## src/design/uart_page_regs.svh

```systemverilog
// register indices, codes and reset values of the paged uart register file
`ifndef UART_PAGE_REGS_SVH
`define UART_PAGE_REGS_SVH

// ============================================================
// bus address layout
`define REG_IDX_LSB 2
`define REG_IDX_MSB 4
`define REG_SPAN_MSB 5

// ============================================================
// register indices, base page
`define IDX_DATA 3'h0
`define IDX_INT_EN 3'h1
`define IDX_INT_SRC 3'h2
`define IDX_LINE_CTRL 3'h3
`define IDX_MODEM_CTRL 3'h4
`define IDX_LINE_STAT 3'h5
`define IDX_MODEM_STAT 3'h6
`define IDX_SCRATCH 3'h7
// divisor page
`define IDX_DIV_LOW 3'h0
`define IDX_DIV_HIGH 3'h1
// count page
`define IDX_TX_COUNT 3'h0
`define IDX_RX_COUNT 3'h1
`define IDX_FLOW_STAT 3'h2
// feature page
`define IDX_PAGE_KEY 3'h0
`define IDX_AUTO_TOG 3'h1
`define IDX_ENH_FEAT 3'h2
`define IDX_RESUME_A 3'h4
`define IDX_RESUME_B 3'h5
`define IDX_PAUSE_A 3'h6
`define IDX_PAUSE_B 3'h7
// extended page
`define IDX_REPEAT 3'h1
`define IDX_EXTRA_FEAT 3'h2
`define IDX_TX_TRIG 3'h4
`define IDX_RX_TRIG 3'h5
`define IDX_FLOW_UP 3'h6
`define IDX_FLOW_LO 3'h7

// ============================================================
// page selection codes and bit positions
`define LINE_DIV_BIT 7
`define LINE_FEAT_CODE 8'hBF
`define KEY_OPEN 8'hA5
`define KEY_CLOSE 8'hA4
`define MODEM_PAGE_BIT 6
`define ENH_WE_BIT 4
`define FIFO_EN_BIT 0
`define MODE256_BIT 0
`define AUTO_TOG_ON 2'h3

// ============================================================
// reset values
`define RST_ZERO 8'h00
`define RST_INT_SRC 8'h01
`define RST_LINE_STAT 8'h60
`define RST_AUTO_TOG 8'hA0
`define RST_TRIG 8'h80
`define RST_DIV 8'hFF

// ============================================================
// 64-byte mode levels, indexed by a two-bit control field
`define LVL_0 8'h00
`define LVL_8 8'h08
`define LVL_16 8'h10
`define LVL_32 8'h20
`define LVL_56 8'h38
`define LVL_60 8'h3C

`endif

```

## src/design/uart_page_pkg.sv

```systemverilog
// types shared by the paged uart register file
package uart_page_pkg;

	typedef enum logic [2:0] {
		PAGE_BASE = 3'h0,
		PAGE_DIV = 3'h1,
		PAGE_CNT = 3'h2,
		PAGE_FEAT = 3'h3,
		PAGE_EXT = 3'h4
	} page_t;

endpackage : uart_page_pkg

```

## src/design/fifo_level_lookup.sv

```systemverilog
// 64-byte mode thresholds and trigger levels from the fifo control bits
`include "uart_page_regs.svh"

module fifo_level_lookup (
	input wire logic [3:0] ctrlHigh,
	output logic [7:0] flowUpper,
	output logic [7:0] flowLower,
	output logic [7:0] rxTrig,
	output logic [7:0] txTrig
);

	// ============================================================
	// bits 1:0 are control bits 5:4, bits 3:2 are control bits 7:6
	always_comb begin
		unique case (ctrlHigh[1:0])
			2'h0: begin
				flowUpper = `LVL_8;
				txTrig = `LVL_8;
			end
			2'h1: begin
				flowUpper = `LVL_16;
				txTrig = `LVL_16;
			end
			2'h2: begin
				flowUpper = `LVL_56;
				txTrig = `LVL_32;
			end
			2'h3: begin
				flowUpper = `LVL_60;
				txTrig = `LVL_56;
			end
		endcase
		unique case (ctrlHigh[3:2])
			2'h0: begin
				flowLower = `LVL_0;
				rxTrig = `LVL_8;
			end
			2'h1: begin
				flowLower = `LVL_8;
				rxTrig = `LVL_16;
			end
			2'h2: begin
				flowLower = `LVL_16;
				rxTrig = `LVL_56;
			end
			2'h3: begin
				flowLower = `LVL_56;
				rxTrig = `LVL_60;
			end
		endcase
	end

endmodule : fifo_level_lookup

```

## src/design/uart_page_regfile.sv

```systemverilog
// paged register file and reset behaviour of one uart channel, apb slave
//
// Contract
// RQ1: extended registers need page state plus address
// RQ2: line control bit 7 maps divisor latches
// RQ3: line control BFh exposes flow characters
// RQ4: line control BFh exposes enhanced feature register
// RQ5: key A5h opens extended page, A4h closes
// RQ6: software sets fifo enable before 256 mode
// RQ7: 256 mode accepts written flow thresholds
// RQ8: 64 mode thresholds follow fifo control bits
// RQ9: 64 mode trigger levels follow fifo control
// RQ10: 256 mode accepts written trigger levels
// RQ11: modem control bit 6 exposes flow status
// RQ12: same page returns tx, rx fill counts
// RQ13: reset sets source, status, toggle, triggers, divisor
// RQ14: reset clears counts, controls, characters, thresholds
// RQ15: modem status resets upper zero, lower inverted inputs
// RQ16: in reset irq floats when select low
// RQ17: in reset irq drives 0 when select high
// RQ18: driver enable and receiver enable low after reset
// RQ19: extra feature bit 0 selects 256 mode
// RQ20: 64 mode thresholds read-only, follow control
`include "uart_page_regs.svh"

module uart_page_regfile #(
	parameter int ADDR_W = 12
) (
	input wire logic clk,
	input wire logic rst,
	input wire logic ce,
	input wire logic psel,
	input wire logic penable,
	input wire logic pwrite,
	input wire logic [ADDR_W-1:0] paddr,
	input wire logic [31:0] pwdata,
	output logic [31:0] prdata,
	output logic pready,
	output logic pslverr,
	input wire logic [7:0] rxData,
	input wire logic [7:0] intSourceIn,
	input wire logic [7:0] lineStatusIn,
	input wire logic [3:0] modemDeltaIn,
	input wire logic [7:0] txCountIn,
	input wire logic [7:0] rxCountIn,
	input wire logic [7:0] flowStatusIn,
	input wire logic txEmpty256,
	input wire logic rxFull256,
	input wire logic txBusy,
	input wire logic [3:0] modemPins,
	input wire logic irqDriveSelect,
	output logic irqOut,
	output logic irqOe,
	output logic txDriverEnable,
	output logic rxReceiverEnableN,
	output logic [15:0] divisor,
	output logic [7:0] lineControl,
	output logic [7:0] modemControl,
	output logic [7:0] fifoControl,
	output logic [7:0] interruptEnable,
	output logic [7:0] enhancedFeature,
	output logic [7:0] resumeCharA,
	output logic [7:0] resumeCharB,
	output logic [7:0] pauseCharA,
	output logic [7:0] pauseCharB,
	output logic [7:0] pauseRepeatCount,
	output logic mode256,
	output logic [7:0] flowUpper,
	output logic [7:0] flowLower,
	output logic [7:0] txTrigger,
	output logic [7:0] rxTrigger
);

	if (ADDR_W <= `REG_SPAN_MSB) begin : g_addr_check
		$error("ADDR_W too small for the register span");
	end

	// ============================================================
	// state
	logic [7:0] intEn_r, intEn_nxt, fifoCtrl_r, fifoCtrl_nxt;
	logic [7:0] lineCtrl_r, lineCtrl_nxt, modemCtrl_r, modemCtrl_nxt;
	logic [7:0] scratch_r, scratch_nxt, divLow_r, divLow_nxt;
	logic [7:0] divHigh_r, divHigh_nxt, key_r, key_nxt;
	logic [7:0] autoTog_r, autoTog_nxt, enhFeat_r, enhFeat_nxt;
	logic [7:0] resA_r, resA_nxt, resB_r, resB_nxt;
	logic [7:0] pauA_r, pauA_nxt, pauB_r, pauB_nxt;
	logic [7:0] extra_r, extra_nxt, repeat_r, repeat_nxt;
	logic [7:0] txTrig_r, txTrig_nxt, rxTrig_r, rxTrig_nxt;
	logic [7:0] flowUp_r, flowUp_nxt, flowLo_r, flowLo_nxt;
	logic [7:0] txEff_r, txEff_nxt, rxEff_r, rxEff_nxt;
	logic [7:0] intSrc_r, intSrc_nxt, lineStat_r, lineStat_nxt;
	logic [3:0] modemHigh_r, modemHigh_nxt;
	logic pageOpen_r, pageOpen_nxt;
	logic txDrv_r, txDrv_nxt, irqLvl_r, irqLvl_nxt;
	logic [31:0] rdata_r, rdata_nxt;
	logic [3:0] modemMeta_r, modemSync_r;
	logic [7:0] lkUp, lkLo, lkRx, lkTx, rdMux, intView, wd;
	logic [2:0] idx;
	logic wrEn, rdSetup, badAddr, wrBase;
	uart_page_pkg::page_t pageNow;

	// ============================================================
	// page decode
	function automatic uart_page_pkg::page_t pageOf(input logic [7:0] lc,
			input logic [7:0] mc, input logic open, input logic fen);
		if (lc == `LINE_FEAT_CODE && open && fen)
			return uart_page_pkg::PAGE_EXT;
		else if (lc == `LINE_FEAT_CODE)
			return uart_page_pkg::PAGE_FEAT;
		else if (lc[`LINE_DIV_BIT])
			return uart_page_pkg::PAGE_DIV;
		else if (mc[`MODEM_PAGE_BIT])
			return uart_page_pkg::PAGE_CNT;
		return uart_page_pkg::PAGE_BASE;
	endfunction : pageOf

	// extended registers and the base ones they overlay both need the page state plus the index
	assign pageNow = pageOf(lineCtrl_r, modemCtrl_r, pageOpen_r,
		fifoCtrl_r[`FIFO_EN_BIT]); // see RQ1 see RQ6
	assign idx = paddr[`REG_IDX_MSB:`REG_IDX_LSB];
	assign wd = pwdata[7:0];
	assign badAddr = (paddr[ADDR_W-1:`REG_SPAN_MSB] != '0)
		|| (paddr[`REG_IDX_LSB-1:0] != '0);
	assign wrEn = ce && psel && penable && pwrite && !badAddr;
	assign rdSetup = ce && psel && !penable && !pwrite;
	assign pready = 1'b1;
	assign pslverr = psel && penable && badAddr;
	assign prdata = rdata_r;

	fifo_level_lookup u_lookup (
		.ctrlHigh(fifoCtrl_r[7:4]),
		.flowUpper(lkUp),
		.flowLower(lkLo),
		.rxTrig(lkRx),
		.txTrig(lkTx)
	);

	// 256 mode turns the top two source bits into fifo status
	assign intView = extra_r[`MODE256_BIT]
		? {txEmpty256, rxFull256, intSrc_r[5:0]} : intSrc_r; // see RQ19

	// ============================================================
	// read multiplexer
	always_comb begin
		rdMux = `RST_ZERO;
		unique case (idx)
			`IDX_DATA: rdMux = rxData;
			`IDX_INT_EN: rdMux = intEn_r;
			`IDX_INT_SRC: rdMux = intView;
			`IDX_LINE_CTRL: rdMux = lineCtrl_r;
			`IDX_MODEM_CTRL: rdMux = modemCtrl_r;
			`IDX_LINE_STAT: rdMux = lineStat_r;
			`IDX_MODEM_STAT: rdMux = {modemHigh_r, ~modemSync_r}; // see RQ15
			`IDX_SCRATCH: rdMux = scratch_r;
		endcase
		unique case (pageNow)
			uart_page_pkg::PAGE_DIV: begin
				if (idx == `IDX_DIV_LOW) rdMux = divLow_r;
				if (idx == `IDX_DIV_HIGH) rdMux = divHigh_r;
			end
			uart_page_pkg::PAGE_CNT: begin
				if (idx == `IDX_TX_COUNT) rdMux = txCountIn; // see RQ12
				if (idx == `IDX_RX_COUNT) rdMux = rxCountIn; // see RQ12
				if (idx == `IDX_FLOW_STAT) rdMux = flowStatusIn; // see RQ11
			end
			uart_page_pkg::PAGE_FEAT: begin
				if (idx == `IDX_PAGE_KEY) rdMux = key_r;
				if (idx == `IDX_AUTO_TOG) rdMux = autoTog_r;
				if (idx == `IDX_ENH_FEAT) rdMux = enhFeat_r; // see RQ4
				if (idx == `IDX_RESUME_A) rdMux = resA_r; // see RQ3
				if (idx == `IDX_RESUME_B) rdMux = resB_r;
				if (idx == `IDX_PAUSE_A) rdMux = pauA_r;
				if (idx == `IDX_PAUSE_B) rdMux = pauB_r;
			end
			uart_page_pkg::PAGE_EXT: begin
				if (idx == `IDX_PAGE_KEY) rdMux = key_r;
				if (idx == `IDX_REPEAT) rdMux = repeat_r;
				if (idx == `IDX_EXTRA_FEAT) rdMux = extra_r;
				if (idx == `IDX_TX_TRIG) rdMux = txTrig_r;
				if (idx == `IDX_RX_TRIG) rdMux = rxTrig_r;
				if (idx == `IDX_FLOW_UP) rdMux = flowUp_r;
				if (idx == `IDX_FLOW_LO) rdMux = flowLo_r;
			end
			default: ;
		endcase
	end

	// ============================================================
	// next-state of the register file
	always_comb begin
		intEn_nxt = intEn_r;
		fifoCtrl_nxt = fifoCtrl_r;
		lineCtrl_nxt = lineCtrl_r;
		modemCtrl_nxt = modemCtrl_r;
		scratch_nxt = scratch_r;
		divLow_nxt = divLow_r;
		divHigh_nxt = divHigh_r;
		key_nxt = key_r;
		pageOpen_nxt = pageOpen_r;
		autoTog_nxt = autoTog_r;
		enhFeat_nxt = enhFeat_r;
		resA_nxt = resA_r;
		resB_nxt = resB_r;
		pauA_nxt = pauA_r;
		pauB_nxt = pauB_r;
		extra_nxt = extra_r;
		repeat_nxt = repeat_r;
		txTrig_nxt = txTrig_r;
		rxTrig_nxt = rxTrig_r;
		flowUp_nxt = flowUp_r;
		flowLo_nxt = flowLo_r;
		wrBase = wrEn;
		if (wrEn) begin
			unique case (pageNow)
				uart_page_pkg::PAGE_DIV: begin
					if (idx == `IDX_DIV_LOW) begin
						divLow_nxt = wd; // see RQ2
						wrBase = 1'b0;
					end
					if (idx == `IDX_DIV_HIGH) begin
						divHigh_nxt = wd; // see RQ2
						wrBase = 1'b0;
					end
				end
				uart_page_pkg::PAGE_CNT: begin
					// counts and flow status ignore writes
					if (idx <= `IDX_FLOW_STAT) wrBase = 1'b0;
				end
				uart_page_pkg::PAGE_FEAT, uart_page_pkg::PAGE_EXT: begin
					if (idx != `IDX_LINE_CTRL) wrBase = 1'b0;
					if (idx == `IDX_PAGE_KEY) begin
						key_nxt = wd;
						if (wd == `KEY_OPEN) pageOpen_nxt = 1'b1; // see RQ5
						if (wd == `KEY_CLOSE) pageOpen_nxt = 1'b0; // see RQ5
					end
				end
				default: ;
			endcase
			if (pageNow == uart_page_pkg::PAGE_FEAT) begin
				if (idx == `IDX_AUTO_TOG) autoTog_nxt = wd;
				if (idx == `IDX_ENH_FEAT) enhFeat_nxt = wd; // see RQ4
				if (idx == `IDX_RESUME_A) resA_nxt = wd; // see RQ3
				if (idx == `IDX_RESUME_B) resB_nxt = wd; // see RQ3
				if (idx == `IDX_PAUSE_A) pauA_nxt = wd; // see RQ3
				if (idx == `IDX_PAUSE_B) pauB_nxt = wd; // see RQ3
			end
			if (pageNow == uart_page_pkg::PAGE_EXT) begin
				if (idx == `IDX_REPEAT) repeat_nxt = wd;
				if (idx == `IDX_EXTRA_FEAT) extra_nxt = wd; // see RQ19
				if (idx == `IDX_TX_TRIG) txTrig_nxt = wd; // see RQ10
				if (idx == `IDX_RX_TRIG) rxTrig_nxt = wd; // see RQ10
				if (idx == `IDX_FLOW_UP && extra_r[`MODE256_BIT])
					flowUp_nxt = wd; // see RQ7
				if (idx == `IDX_FLOW_LO && extra_r[`MODE256_BIT])
					flowLo_nxt = wd; // see RQ7
			end
		end
		if (wrBase) begin
			unique case (idx)
				`IDX_INT_EN: intEn_nxt = enhFeat_r[`ENH_WE_BIT]
					? wd : {intEn_r[7:4], wd[3:0]};
				`IDX_INT_SRC: fifoCtrl_nxt = enhFeat_r[`ENH_WE_BIT]
					? wd : {wd[7:6], fifoCtrl_r[5:4], wd[3:0]};
				`IDX_LINE_CTRL: lineCtrl_nxt = wd; // see RQ1
				`IDX_MODEM_CTRL: modemCtrl_nxt = enhFeat_r[`ENH_WE_BIT]
					? wd : {modemCtrl_r[7:5], wd[4:0]};
				`IDX_SCRATCH: scratch_nxt = wd;
				default: ;
			endcase
		end
		// 64-byte mode: thresholds are read-only copies of the lookup
		if (!extra_r[`MODE256_BIT]) begin
			flowUp_nxt = lkUp; // see RQ8 see RQ20
			flowLo_nxt = lkLo; // see RQ8 see RQ20
		end
	end

	// ============================================================
	// status capture, pins and read data
	always_comb begin
		intSrc_nxt = intSourceIn;
		lineStat_nxt = lineStatusIn;
		modemHigh_nxt = modemDeltaIn;
		txEff_nxt = extra_r[`MODE256_BIT] ? txTrig_r : lkTx; // see RQ9
		rxEff_nxt = extra_r[`MODE256_BIT] ? rxTrig_r : lkRx; // see RQ9
		txDrv_nxt = (autoTog_r[1:0] == `AUTO_TOG_ON) && txBusy;
		irqLvl_nxt = !intSrc_r[0];
		rdata_nxt = rdSetup ? {24'h000000, rdMux} : rdata_r;
	end

	always_ff @(posedge clk or posedge rst) begin
		if (rst) begin
			intEn_r <= `RST_ZERO; // see RQ14
			fifoCtrl_r <= `RST_ZERO;
			lineCtrl_r <= `RST_ZERO;
			modemCtrl_r <= `RST_ZERO;
			scratch_r <= `RST_ZERO;
			divLow_r <= `RST_DIV; // see RQ13
			divHigh_r <= `RST_DIV;
			key_r <= `RST_ZERO;
			pageOpen_r <= 1'b0;
			autoTog_r <= `RST_AUTO_TOG; // see RQ13
			enhFeat_r <= `RST_ZERO;
			resA_r <= `RST_ZERO;
			resB_r <= `RST_ZERO;
			pauA_r <= `RST_ZERO;
			pauB_r <= `RST_ZERO;
			extra_r <= `RST_ZERO;
			repeat_r <= `RST_ZERO;
			txTrig_r <= `RST_TRIG; // see RQ13
			rxTrig_r <= `RST_TRIG;
			flowUp_r <= `RST_ZERO; // see RQ14
			flowLo_r <= `RST_ZERO;
			txEff_r <= `RST_TRIG;
			rxEff_r <= `RST_TRIG;
			intSrc_r <= `RST_INT_SRC; // see RQ13
			lineStat_r <= `RST_LINE_STAT;
			modemHigh_r <= 4'h0; // see RQ15
			txDrv_r <= 1'b0; // see RQ18
			irqLvl_r <= 1'b0;
			rdata_r <= 32'h00000000;
		end else if (ce) begin
			intEn_r <= intEn_nxt;
			fifoCtrl_r <= fifoCtrl_nxt;
			lineCtrl_r <= lineCtrl_nxt;
			modemCtrl_r <= modemCtrl_nxt;
			scratch_r <= scratch_nxt;
			divLow_r <= divLow_nxt;
			divHigh_r <= divHigh_nxt;
			key_r <= key_nxt;
			pageOpen_r <= pageOpen_nxt;
			autoTog_r <= autoTog_nxt;
			enhFeat_r <= enhFeat_nxt;
			resA_r <= resA_nxt;
			resB_r <= resB_nxt;
			pauA_r <= pauA_nxt;
			pauB_r <= pauB_nxt;
			extra_r <= extra_nxt;
			repeat_r <= repeat_nxt;
			txTrig_r <= txTrig_nxt;
			rxTrig_r <= rxTrig_nxt;
			flowUp_r <= flowUp_nxt;
			flowLo_r <= flowLo_nxt;
			txEff_r <= txEff_nxt;
			rxEff_r <= rxEff_nxt;
			intSrc_r <= intSrc_nxt;
			lineStat_r <= lineStat_nxt;
			modemHigh_r <= modemHigh_nxt;
			txDrv_r <= txDrv_nxt;
			irqLvl_r <= irqLvl_nxt;
			rdata_r <= rdata_nxt;
		end
	end

	// modem pins come from outside: two flip-flops before use
	always_ff @(posedge clk or posedge rst) begin
		if (rst) begin
			modemMeta_r <= 4'h0;
			modemSync_r <= 4'h0;
		end else if (ce) begin
			modemMeta_r <= modemPins;
			modemSync_r <= modemMeta_r;
		end
	end

	// in reset the irq pin floats or sinks as the select pin asks
	assign irqOe = rst ? irqDriveSelect : 1'b1; // see RQ16 see RQ17
	assign irqOut = rst ? 1'b0 : irqLvl_r; // see RQ17
	assign txDriverEnable = txDrv_r; // see RQ18
	assign rxReceiverEnableN = txDrv_r;
	assign divisor = {divHigh_r, divLow_r};
	assign lineControl = lineCtrl_r;
	assign modemControl = modemCtrl_r;
	assign fifoControl = fifoCtrl_r;
	assign interruptEnable = intEn_r;
	assign enhancedFeature = enhFeat_r;
	assign resumeCharA = resA_r;
	assign resumeCharB = resB_r;
	assign pauseCharA = pauA_r;
	assign pauseCharB = pauB_r;
	assign pauseRepeatCount = repeat_r;
	assign mode256 = extra_r[`MODE256_BIT];
	assign flowUpper = flowUp_r;
	assign flowLower = flowLo_r;
	assign txTrigger = txEff_r;
	assign rxTrigger = rxEff_r;

	// ============================================================
	// assertions
	div_write_a: assert property (@(posedge clk) disable iff (rst)
		wrEn && pageNow == uart_page_pkg::PAGE_DIV && idx == `IDX_DIV_HIGH
		|=> divisor[15:8] == $past(pwdata[7:0])) // see RQ2
		else $error("divisor high latch not written");
	char_write_a: assert property (@(posedge clk) disable iff (rst)
		wrEn && pageNow == uart_page_pkg::PAGE_FEAT && idx == `IDX_PAUSE_B
		|=> pauseCharB == $past(pwdata[7:0])) // see RQ3
		else $error("pause character not written");
	feat_write_a: assert property (@(posedge clk) disable iff (rst)
		wrEn && pageNow == uart_page_pkg::PAGE_FEAT && idx == `IDX_ENH_FEAT
		|=> enhancedFeature == $past(pwdata[7:0])) // see RQ4
		else $error("enhanced feature not written");
	key_open_a: assert property (@(posedge clk) disable iff (rst)
		wrEn && lineCtrl_r == `LINE_FEAT_CODE && idx == `IDX_PAGE_KEY
		&& pwdata[7:0] == `KEY_OPEN ##1 fifoControl[`FIFO_EN_BIT]
		|-> pageNow == uart_page_pkg::PAGE_EXT) // see RQ5
		else $error("extended page not opened");
	flow_follow_a: assert property (@(posedge clk) disable iff (rst)
		!rst && ce && !mode256 ##1 ce |-> flowUpper == $past(lkUp)
		&& flowLower == $past(lkLo)) // see RQ8
		else $error("64-byte thresholds do not follow control");
	trig_follow_a: assert property (@(posedge clk) disable iff (rst)
		ce && !mode256 && fifoControl[7:4] == 4'hA
		|=> txTrigger == `LVL_32 && rxTrigger == `LVL_56) // see RQ9
		else $error("64-byte trigger levels wrong");
	count_read_a: assert property (@(posedge clk) disable iff (rst)
		rdSetup && pageNow == uart_page_pkg::PAGE_CNT
		&& idx == `IDX_RX_COUNT |=> prdata[7:0] == $past(rxCountIn)) // see RQ12
		else $error("rx count not returned");
	isr_view_a: assert property (@(posedge clk) disable iff (rst)
		rdSetup && mode256 && pageNow == uart_page_pkg::PAGE_BASE
		&& idx == `IDX_INT_SRC
		|=> prdata[7:6] == {$past(txEmpty256), $past(rxFull256)}) // see RQ19
		else $error("256-byte source bits wrong");
	irq_reset_a: assert property (@(posedge clk)
		rst |-> irqOe == irqDriveSelect && !irqOut) // see RQ16
		else $error("irq pin wrong during reset");
	pins_reset_a: assert property (@(posedge clk)
		$fell(rst) |-> !txDriverEnable && !rxReceiverEnableN
		&& divisor == 16'hFFFF) // see RQ18
		else $error("pins or divisor wrong after reset");

endmodule : uart_page_regfile

```

## config.mk

```make
export PLATFORM = sky130hd
export DESIGN_NAME = uart_page_regfile
export DESIGN_NICKNAME = d
export VERILOG_FILES = /design/src/design/uart_page_pkg.sv /design/src/design/fifo_level_lookup.sv /design/src/design/uart_page_regfile.sv
export VERILOG_INCLUDE_DIRS = /design/src /design/src/design
export SDC_FILE = /design/constraint.sdc
export NUM_CORES = 1
export LEC_CHECK = 0
export ABC_CLOCK_PERIOD_IN_PS = 6200
export BUFFER_PORTS_ARGS = -buffer_cell sky130_fd_sc_hd__buf_2
export CAP_MARGIN = 20
export CORE_ASPECT_RATIO = 0.7
export CORE_MARGIN = 2
export CORE_UTILIZATION = 35
export CTS_CLUSTER_SIZE = 8
export DETAILED_ROUTE_END_ITERATION = 8
export PLACE_DENSITY = 0.57
export SETUP_SLACK_MARGIN = 0.4
export SYNTH_ARGS = -nofsm -noshare
export SYNTH_HDL_FRONTEND = slang
export SYNTH_HIERARCHICAL = 1
export SYNTH_SLANG_ARGS = --single-unit
```

## constraint.sdc

```tcl
create_clock -name clk -period 6.2 [get_ports clk]
set_input_delay 0 -clock clk [delete_from_list [all_inputs] [get_ports clk]]
set_output_delay 0 -clock clk [all_outputs]
set_load 0.005 [all_outputs]
```

* Yosys cells after proc, flatten, opt, wreduce, memory -nomap -nowiden *
Cells that the tools add are included.
W data, S select, Z words.

storage, ports and cells
  flip-flop bits (word level) = 215
  input bits = 110
  output and inout port bits = 167
  word-level logic and storage cells = 166

operators by class
  $lt $le $gt $ge = 1
  equality and inequality tests = 26
  muxes and demuxes = 54
  bitwise logic cells = 1
  reductions and logical operators = 50

operator list
  kind                  count
  $mux W8               29
  $pmux W8 S4           5
  $reduce_and A4 Y1     18
  $pmux W8 S8           1
  $eq A8 B8 Y1 const B  3
  $eq A3 B3 Y1 const B  5
  $mux W3               5
  $reduce_and A3 Y1     5
  $logic_and A1 B1 Y1   13
  $mux W1               13
  $eq A3 B2 Y1 const B  4
  $eq A2 B2 Y1 const B  5
  $ne A2 B1 Y1 const B  4
  $reduce_bool A7 Y1    1
  $eq A3 B1 Y1 const B  2
  $reduce_and A5 Y1     1
  $eq A2 B1 Y1 const B  2
  $logic_not A1 Y1      4
  $logic_not A2 Y1      2
  $not A4 Y4            1
  $reduce_bool A2 Y1    2
  $le A3 B2 Y1 const B  1
  $logic_not A3 Y1      1
  $ne A3 B2 Y1 const B  1
  other kinds (4)       4

* Longest topological paths before layout *
Gate-level depths: netlist of the first run.

  word-level depth = 10
  depth in mapped cells = 9
  gate-level depth less buffers = 6

* Modules after synthesis *
The synthesis of the first run kept the hierarchy.

by module, submodules not included
  module             times used  cells an instance  area an instance (um^2)  seq. area each (um^2)
  uart_page_regfile  1           983                11143.2                  5411.4
  fifo_level_lookup  1           40                 299.0                    0.0

* Worst setup path after synthesis of the first run *
No wires, ideal clock.

  path type = flip-flop to flip-flop
  start point = register lineCtrl_r[6] (netlist: lineControl[6])
  end point = register flowUp_r[3] (netlist: flowUpper[3])
  setup time = 0.137 ns
  arrival = 2.294 ns
  required time = 6.063 ns
  path slack = 3.768 ns
  stages on the path, launching flop included = 10
  path buffers = 3
  period minus slack after synthesis = 2.432 ns
  path through = dfrtp_1 > nand4b_4 > or4_4 > buf_6 > or3_1 > buf_2 > or3_1 > buf_6 > o22ai_2 > a2bb2oi_1

on the way
  longest elaborated chain between the ends = 8
  elaborated cells between the ends (all ways) = 11
  those cells by class = eq/ne: 3; mux: 5; reduce/logical: 3

RTL lines
  item                                RTL line                  text
  start: declaration                  uart_page_regfile.sv:81   logic [7:0] lineCtrl_r, lineCtrl_nxt, modemCtrl_r, modemCtrl_nxt;
  start signal: assignment            uart_page_regfile.sv:295  lineCtrl_r <= `RST_ZERO;
  start signal: assignment            uart_page_regfile.sv:325  lineCtrl_r <= lineCtrl_nxt;
  $eq A8 B8 Y1 (no line) *            --
  $logic_and A1 B1 Y1 (2 in series)   uart_page_regfile.sv:106  if (lc == `LINE_FEAT_CODE && open && fen)
  $mux W3 or $mux W1 (tied branches)  uart_page_regfile.sv:106
  $mux W3 *                           uart_page_regfile.sv:114  return uart_page_pkg::PAGE_BASE;
  $eq A3 B3 Y1 *                      uart_page_regfile.sv:247  if (pageNow == uart_page_pkg::PAGE_EXT) begin
  $ne A2 B1 Y1 (no line) *            --
  $reduce_and A4 Y1 (no line) *       --
  end signal: assignment              uart_page_regfile.sv:312  flowUp_r <= `RST_ZERO;
  end signal: assignment              uart_page_regfile.sv:342  flowUp_r <= flowUp_nxt;
  end: declaration                    uart_page_regfile.sv:89   logic [7:0] flowUp_r, flowUp_nxt, flowLo_r, flowLo_nxt;

Every way passes the cells marked *; elsewhere a longest branch is shown, timed or not.
A chain may end at the register's enable or synchronous reset.

* Final worst setup path of the first run *
  start point = register lineCtrl_r[7] (netlist: lineControl[7])
  end point = register repeat_r[2] (netlist: pauseRepeatCount[2])

on the way
  longest elaborated chain between the ends = 7
  elaborated cells between the ends (all ways) = 12
  those cells by class = eq/ne: 2; mux: 7; reduce/logical: 3

RTL lines
  item                                RTL line                  text
  $eq A8 B8 Y1 (no line)              --
  $logic_and A1 B1 Y1 (2 in series)   uart_page_regfile.sv:106
  $mux W3 or $mux W1 (tied branches)  uart_page_regfile.sv:106
  $mux W3 *                           uart_page_regfile.sv:114
  $eq A3 B3 Y1 *                      uart_page_regfile.sv:247
  $reduce_and A4 Y1 (no line) *       --
  end signal: assignment              uart_page_regfile.sv:309  repeat_r <= `RST_ZERO;
  end signal: assignment              uart_page_regfile.sv:339  repeat_r <= repeat_nxt;
  end: declaration                    uart_page_regfile.sv:87   logic [7:0] extra_r, extra_nxt, repeat_r, repeat_nxt;

Marks and branches as above.

==> results of run 1 <==
## through the flow
stage          instance area, um^2  hold slack [ns]
3_5_place_dp                 12800           0.0677
2_1_floorplan                11600           0.0311
4_1_cts                      14000          0.00135
3_3_place_gp                 12800           0.0635
6_report                     14000           0.0319
5_1_grt                      14000           0.0299
## per-layer routing
metal / up-vias / share of wire
met1: 4835 / 0.45
met4: 2 / 0.023
met3: 79 / 0.095
met2: 441 / 0.43
met5: - / 0.00028
li1: 4167 / -
## layout by cell type (no fill, tap or decap), types with 22 or more instances in the layout
master         count
buf_2            227
dfrtp_1          189
mux2_2           181
a21oi_1           59
nor2_1            58
conb_1            43
nand2_1           36
dlygate4sd3_1     34
mux2i_1           33
o21ai_0           31
clkbuf_16         30
dfstp_2           25
clkbuf_1          22
## worst max path at each step
stage | slack [ns] | endpoint | cells after the start
floorplan | 3.42 | autoTog_r[0]$_DFFE_PP0P_ | 1
global placement | 2.86 | prdata[5]$_DFFE_PP0P_ | 7
detailed placement | 2.84 | prdata[5]$_DFFE_PP0P_ | 7
CTS | 3.10 | pauseRepeatCount[2]$_DFFE_PP0P_ | 5
global route | 2.92 | flowUpper[2]$_DFFE_PP0P_ | 6
finish | 3.03 | pauseRepeatCount[2]$_DFFE_PP0P_ | 5
## timing repair
| item | 4_1_cts | 5_1_grt |
|---|---|---|
| hold buffers | 34 | 0 |
| endpoints found under the setup margin | 0 | 0 |
| endpoints found under the hold margin | 52 | 0 |
| gates resized for setup | 0 | 0 |
## cell families after synthesis
family                     count (synthesis)
AOI/OAI and AO/OA                        253
adders and majority gates                  6
buffers and inverters                    141
DFF                                      215
muxes                                    214
other                                      3
and+or+nand+nor                          191
## cell type report
| type | count | area (um^2) |
|---|---|---|
| Antenna cell | 1 | 2.50 |
| Clock buffer | 52 | 833 |
| Clock inverter | 1 | 30.0 |
| Fill cell | 3158 | 18300 |
| Inverter | 15 | 60.1 |
| Multi-Input combinational cell | 707 | 5470 |
| Sequential cell | 215 | 5410 |
| Tap cell | 427 | 534 |
| Timing Repair Buffer | 283 | 1650 |
## power breakdown
part | total (W) | internal [W] | switching, W
Sequential | 0.00149 | 0.00145 | 0.0000364
Combinational | 0.000367 | 0.000136 | 0.000231
Clock | 0.00155 | 0.000901 | 0.000646
Total | 0.00340 | 0.00249 | 0.000914
## worst reg2reg max path: cells and delay by family, from the launching register on
family | cells | cell delay [ns]
mux | 1 | 0.40
buf+inv | 1 | 0.26
simple gates | 3 | 1.71
flops | 1 | 0.65
==> impl_metrics.csv, run 1 <==
group,metric,value,unit
die,row_count,55,
yosys,yosysTopAreaCell,"dfrtp_1",
yosys,synth.area.top_cells,"dfrtp_1, mux2_2, dfstp_2",
detailed_routing,drt_iter0_drc,925,
timing,worst_slack,3.03,ns
setup_path,crit_chain,"inv_2, or4_4, or3_1, nor2_2, mux2_2",
die,die_h,155,um
global_route,grt_max_degree,75,
cells_and_area,nets,1368,
setup_path,crit_fanout,17,
pwr,leakagePower,6.80,nW
cells_and_area,stdcell_count,1701,
global_route,top_usage_layer,"met1",
detailed_routing,num_vias,9524,
yosys,synth-edff-count,0,
die,core_area,0.0323,mm^2
setup_path,timing.reg2reg.worst_path_depth,5,
placement,dpl.hpwl,30200,um
cells_and_area,area_growth_syn_to_layout,22.2,%
clock_network,numCtsBuffers,30,
detailed_routing,ant_nets,0,
placement,dp.cells,1613,
setup_path,r2r_start,"lineControl[7]$_DFFE_PP0P_",
clock_network,clk_transition_reported_paths,0.05,ns
placement,portBuffers,227,
die,die_x,220,um
clock_network,clk_latency,0.59,ns
global_route,gr-usage-met2,0.357,
yosys,synth_compound_area_frac,0.162,
yosys,synthMuxAreaShare,0.207,
yosys,avgSynthCellArea,11.2,um^2
hold_path,hp-class,"input pin to asynchronous set/reset pin",
yosys,ys_warn_count,6,
detailed_routing,route.detailed.drc,0,
setup_path,critical_path_arrival,3.61,ns
timing,finalCriticalPeriod,3.17,ns
die,start_util,0.355,
timing,fin_crit_sh,0.511,
clock_network,clk_path_buf_depth,3,
yosys,ys.flop_type,"dfrtp_1",
yosys,synthArstFlopShare,1.00,
setup_path,start_kind,"flop",
timing,setup_tns,0,ns
timing,slew_violations,0,
cells_and_area,utilization,0.433,
setup_path,worst-path-buf-inv,1,
yosys,synth_top_area_frac,0.416,
pwr,cellPowerDensity,243,mW/mm^2
yosys,synth_commonest_cells,"dfrtp_1, mux2_2, a21oi_1",
pwr,vdd_drop_max,182,uV
setup_path,max_stage_delay,0.69,ns
pwr,report.power.total,0.00340,W
timing,slew_headroom,0.192,
setup_path,crit_start,"lineControl[7]$_DFFE_PP0P_",
setup_path,end_kind,"flop",
global_route,use_met1,0.366,
global_route,grt_pass1_wl,63000,um
detailed_routing,drt_wl_total,43000,um
die,die-area,0.0342,mm^2
clock_network,root_buffer,"clkbuf_16",
global_route,grt.total_usage,0.249,
global_route,antenna_found_initial,1,
yosys,syn_inst,1023,
setup_path,ff2ff_setup_slack,3.03,ns
setup_path,cpLargestDelayFamily,"simple AND/OR/NAND/NOR gates",
placement,place_ws,2.84,ns
timing,setup_viol,0,
setup_path,r2r_end,"pauseRepeatCount[2]$_DFFE_PP0P_",
setup_path,critPathKind,"flop to flop",
yosys,netlist_area,0.0114,mm^2
clock_network,clock_sinks,215,
yosys,synthXorXnorAreaFrac,0,
yosys,ys_seq_area_frac,0.473,
run_status,outcome,"finished clean",
timing,worst_slew_pin_slew,1.21,ns
timing,fmaxAchievable,315,MHz
yosys,synth_most_common_cell,"dfrtp_1",
setup_path,slowest_stage,"or4_4",
yosys,synth_fa_ha_area_frac,0.00656,
clock_network,htree_levels,1,
run,max-cap-violations,0,
die,ioPinCount,277,
detailed_routing,wl_per_cell,25.3,um
timing,clock_skew,0.0370,ns
detailed_routing,dr.pass1.iters,8,
yosys,yosysUniqueCellTypes,73,
global_route,grt_pass1_vias,9253,
clock_network,cts_setup_buffers,0,
yosys,synth_top_family_by_area,"multiplexers",
clock_network,cts_tree,"yes",
timing,finalHoldViolations,0,
global_route,grt_use_met3,0.0762,
yosys,synthSimpleGateAreaFrac,0.0866,
cells_and_area,layout-drive-gt1-share,0.409,
yosys,yosys_register_bits,215,
placement,gp_congestion,0.917,
timing,rsz0062_at_grt,"false",
detailed_routing,viasPerCell,5.60,
global_route,grt_overflow,0,
setup_path,required,6.63,ns
(Power assumes the default switching activity.)
==> inputs of run 2 (changes only) <==
--- a/config.mk
+++ b/config.mk
@@ -6,7 +6,7 @@
 export SDC_FILE = /design/constraint.sdc
 export NUM_CORES = 1
 export LEC_CHECK = 0
-export ABC_CLOCK_PERIOD_IN_PS = 6200
+export ABC_CLOCK_PERIOD_IN_PS = 2610
 export BUFFER_PORTS_ARGS = -buffer_cell sky130_fd_sc_hd__buf_2
 export CAP_MARGIN = 20
 export CORE_ASPECT_RATIO = 0.7
==> constraint.sdc (replaced) <==
create_clock -name clk -period 2.61 [get_ports clk]
set_input_delay 0 -clock clk [delete_from_list [all_inputs] [get_ports clk]]
set_output_delay 0 -clock clk [all_outputs]
set_load 0.005 [all_outputs]
==> impl_metrics.csv, run 2 (synthesized netlist as in run 1, its figures left out) <==
group,metric,value,unit
timing,fin_crit_sh,0.873,
global_route,grt.total_usage,0.244,
detailed_routing,route.detailed.drc,0,
setup_path,critical_path_arrival,2.68,ns
timing,slew_headroom,0.344,
clock_network,clk_latency,0.56,ns
clock_network,root_buffer,"clkbuf_16",
setup_path,slowest_stage,"or4_4",
setup_path,end_kind,"flop",
timing,setup_viol,0,
pwr,cellPowerDensity,551,mW/mm^2
clock_network,clock_sinks,215,
die,core_area,0.0323,mm^2
placement,portBuffers,227,
pwr,leakagePower,7.21,nW
hold_path,hp-class,"input pin to flop",
setup_path,crit_fanout,8,
global_route,grt_max_degree,83,
cells_and_area,area_growth_syn_to_layout,29.6,%
detailed_routing,dr.pass1.iters,5,
timing,finalHoldViolations,0,
detailed_routing,num_vias,9671,
timing,slew_violations,0,
die,die_h,155,um
placement,dpl.hpwl,30800,um
placement,dp.cells,1661,
timing,whs,0.0500,ns
global_route,antenna_found_initial,0,
setup_path,max_stage_delay,0.49,ns
cells_and_area,seq_area,0.00541,mm^2
die,row_count,55,
timing,finalCriticalPeriod,2.28,ns
timing,rsz0062_at_grt,"true",
run,max-cap-violations,0,
setup_path,crit_chain,"nand4b_4, or4_4, or3_4, or3_4, o22ai_2, a2bb2oi_2",
setup_path,critPathKind,"flop to flop",
die,start_util,0.355,
timing,clock_skew,0.0113,ns
clock_network,clk_path_buf_depth,3,
die,die_x,220,um
placement,gp_congestion,0.913,
setup_path,start_kind,"flop",
die,ioPinCount,277,
setup_path,worst-path-buf-inv,0,
setup_path,cpLargestDelayFamily,"simple AND/OR/NAND/NOR gates",
detailed_routing,wl_per_cell,24.0,um
pwr,vdd_drop_max,442,uV
die,die-area,0.0342,mm^2
detailed_routing,drt_iter0_drc,753,
clock_network,clk_transition_reported_paths,0.06,ns
detailed_routing,ant_nets,0,
global_route,grt_pass1_vias,9555,
cells_and_area,final_common_cell,"buf_2",
detailed_routing,viasPerCell,5.49,
cells_and_area,nets,1428,
cells_and_area,nFillCells,3111,
global_route,grt_pass1_wl,62000,um
pwr,report.power.total,0.00818,W
cells_and_area,diodes,0,
cells_and_area,stdcell_count,1763,
timing,fmaxAchievable,439,MHz
run_status,outcome,"finished clean",
detailed_routing,drt_wl_total,42300,um
cells_and_area,layout-drive-gt1-share,0.454,
clock_network,numCtsBuffers,30,
global_route,grt_overflow,0,
cells_and_area,utilization,0.460,
setup_path,critPathMostFrequentCell,"or3_4",
timing,worst_slew_pin_slew,0.984,ns
clock_network,cts_tree,"yes",
setup_path,required,3.02,ns
clock_network,htree_levels,1,
cells_and_area,multi_input_area,0.00574,mm^2
cells_and_area,final_cell_mix,"buf_2, dfrtp_1, mux2_2",
run 2: changes by cell type in the layout (fill, tap and decap cells not counted), moves of 4 or more:
| cell | change |
|---|---|
| a2bb2oi_1 | -9 |
| a2bb2oi_2 | +9 |
| buf_12 | +9 |
| buf_4 | +51 |
| mux2_2 | -31 |
| mux2_4 | +31 |
| nor2_2 | -4 |
| nor2_4 | +5 |
run 2: path summary, 6_finish.rpt:
kind,startpoint,endpoint,slack (ns),cells past startpoint
worst max-delay path,lineControl[6]$_DFFE_PP0P_,flowLower[4]$_DFFE_PP0P_,0.33,6
worst min-delay path,pwdata[6],flowLower[6]$_DFFE_PP0P_,0.05,3
worst max register to register,lineControl[6]$_DFFE_PP0P_,flowLower[4]$_DFFE_PP0P_,0.33,6
worst min register to register,txTrigger[7]$_DFFE_PP1P_,txTrigger[7]$_DFFE_PP1P_,0.49,2
max in group asynchronous,rst,pauseCharB[5]$_DFFE_PP0P_,1.43,4
min in group asynchronous,rst,intSrc_r[6]$_DFFE_PP0P_,0.07,3
run 2: layer usage:
layer	GRT usage	vias up	wire length, um
met5	0	-	0
met1	0.348	4917	19000
li1	-	4289	-
met3	0.0704	73	3730
met4	0.0703	0	1200
met2	0.360	392	18300
run 2: report_power, final:
group	switching (W)	internal (W)
Sequential	0.0000841	0.00345
Combinational	0.000552	0.000376
Clock	0.00151	0.00220
Total	0.00215	0.00603
run 2: timing repair:
action,4_1_cts,5_1_grt
endpoints found under the setup margin,50,79
hold buffers,33,0
resized for setup,9,27
hold endpoints to repair,144,0
pin swaps,6,1
setup buffers,9,4
run 2: stage by stage:
step / cell area [um^2] / worst slack, ns / TNS [ns]
final: 14800 / 0.331 / 0
after floorplan: 11700 / -0.168 / -31.87
after CTS: 14700 / 0.356 / 0
after detailed placement: 13300 / 0.131 / 0
after global routing: 14800 / 0.284 / 0
after global placement: 13300 / 0.152 / 0
run 2: final cells by class:
class | instances | share of cell area
repair buffers | 343 | 0.149
clock buffers | 56 | 0.0586
inverters | 15 | 0.00405
flip-flops and latches | 215 | 0.365
well taps | 427 | 0.0360
multi-input cells | 707 | 0.387
run 2: worst min-delay path, cell delays in order:
cell       delay, ns
buf_2           0.29
o22ai_2         0.19
a2bb2oi_1       0.07
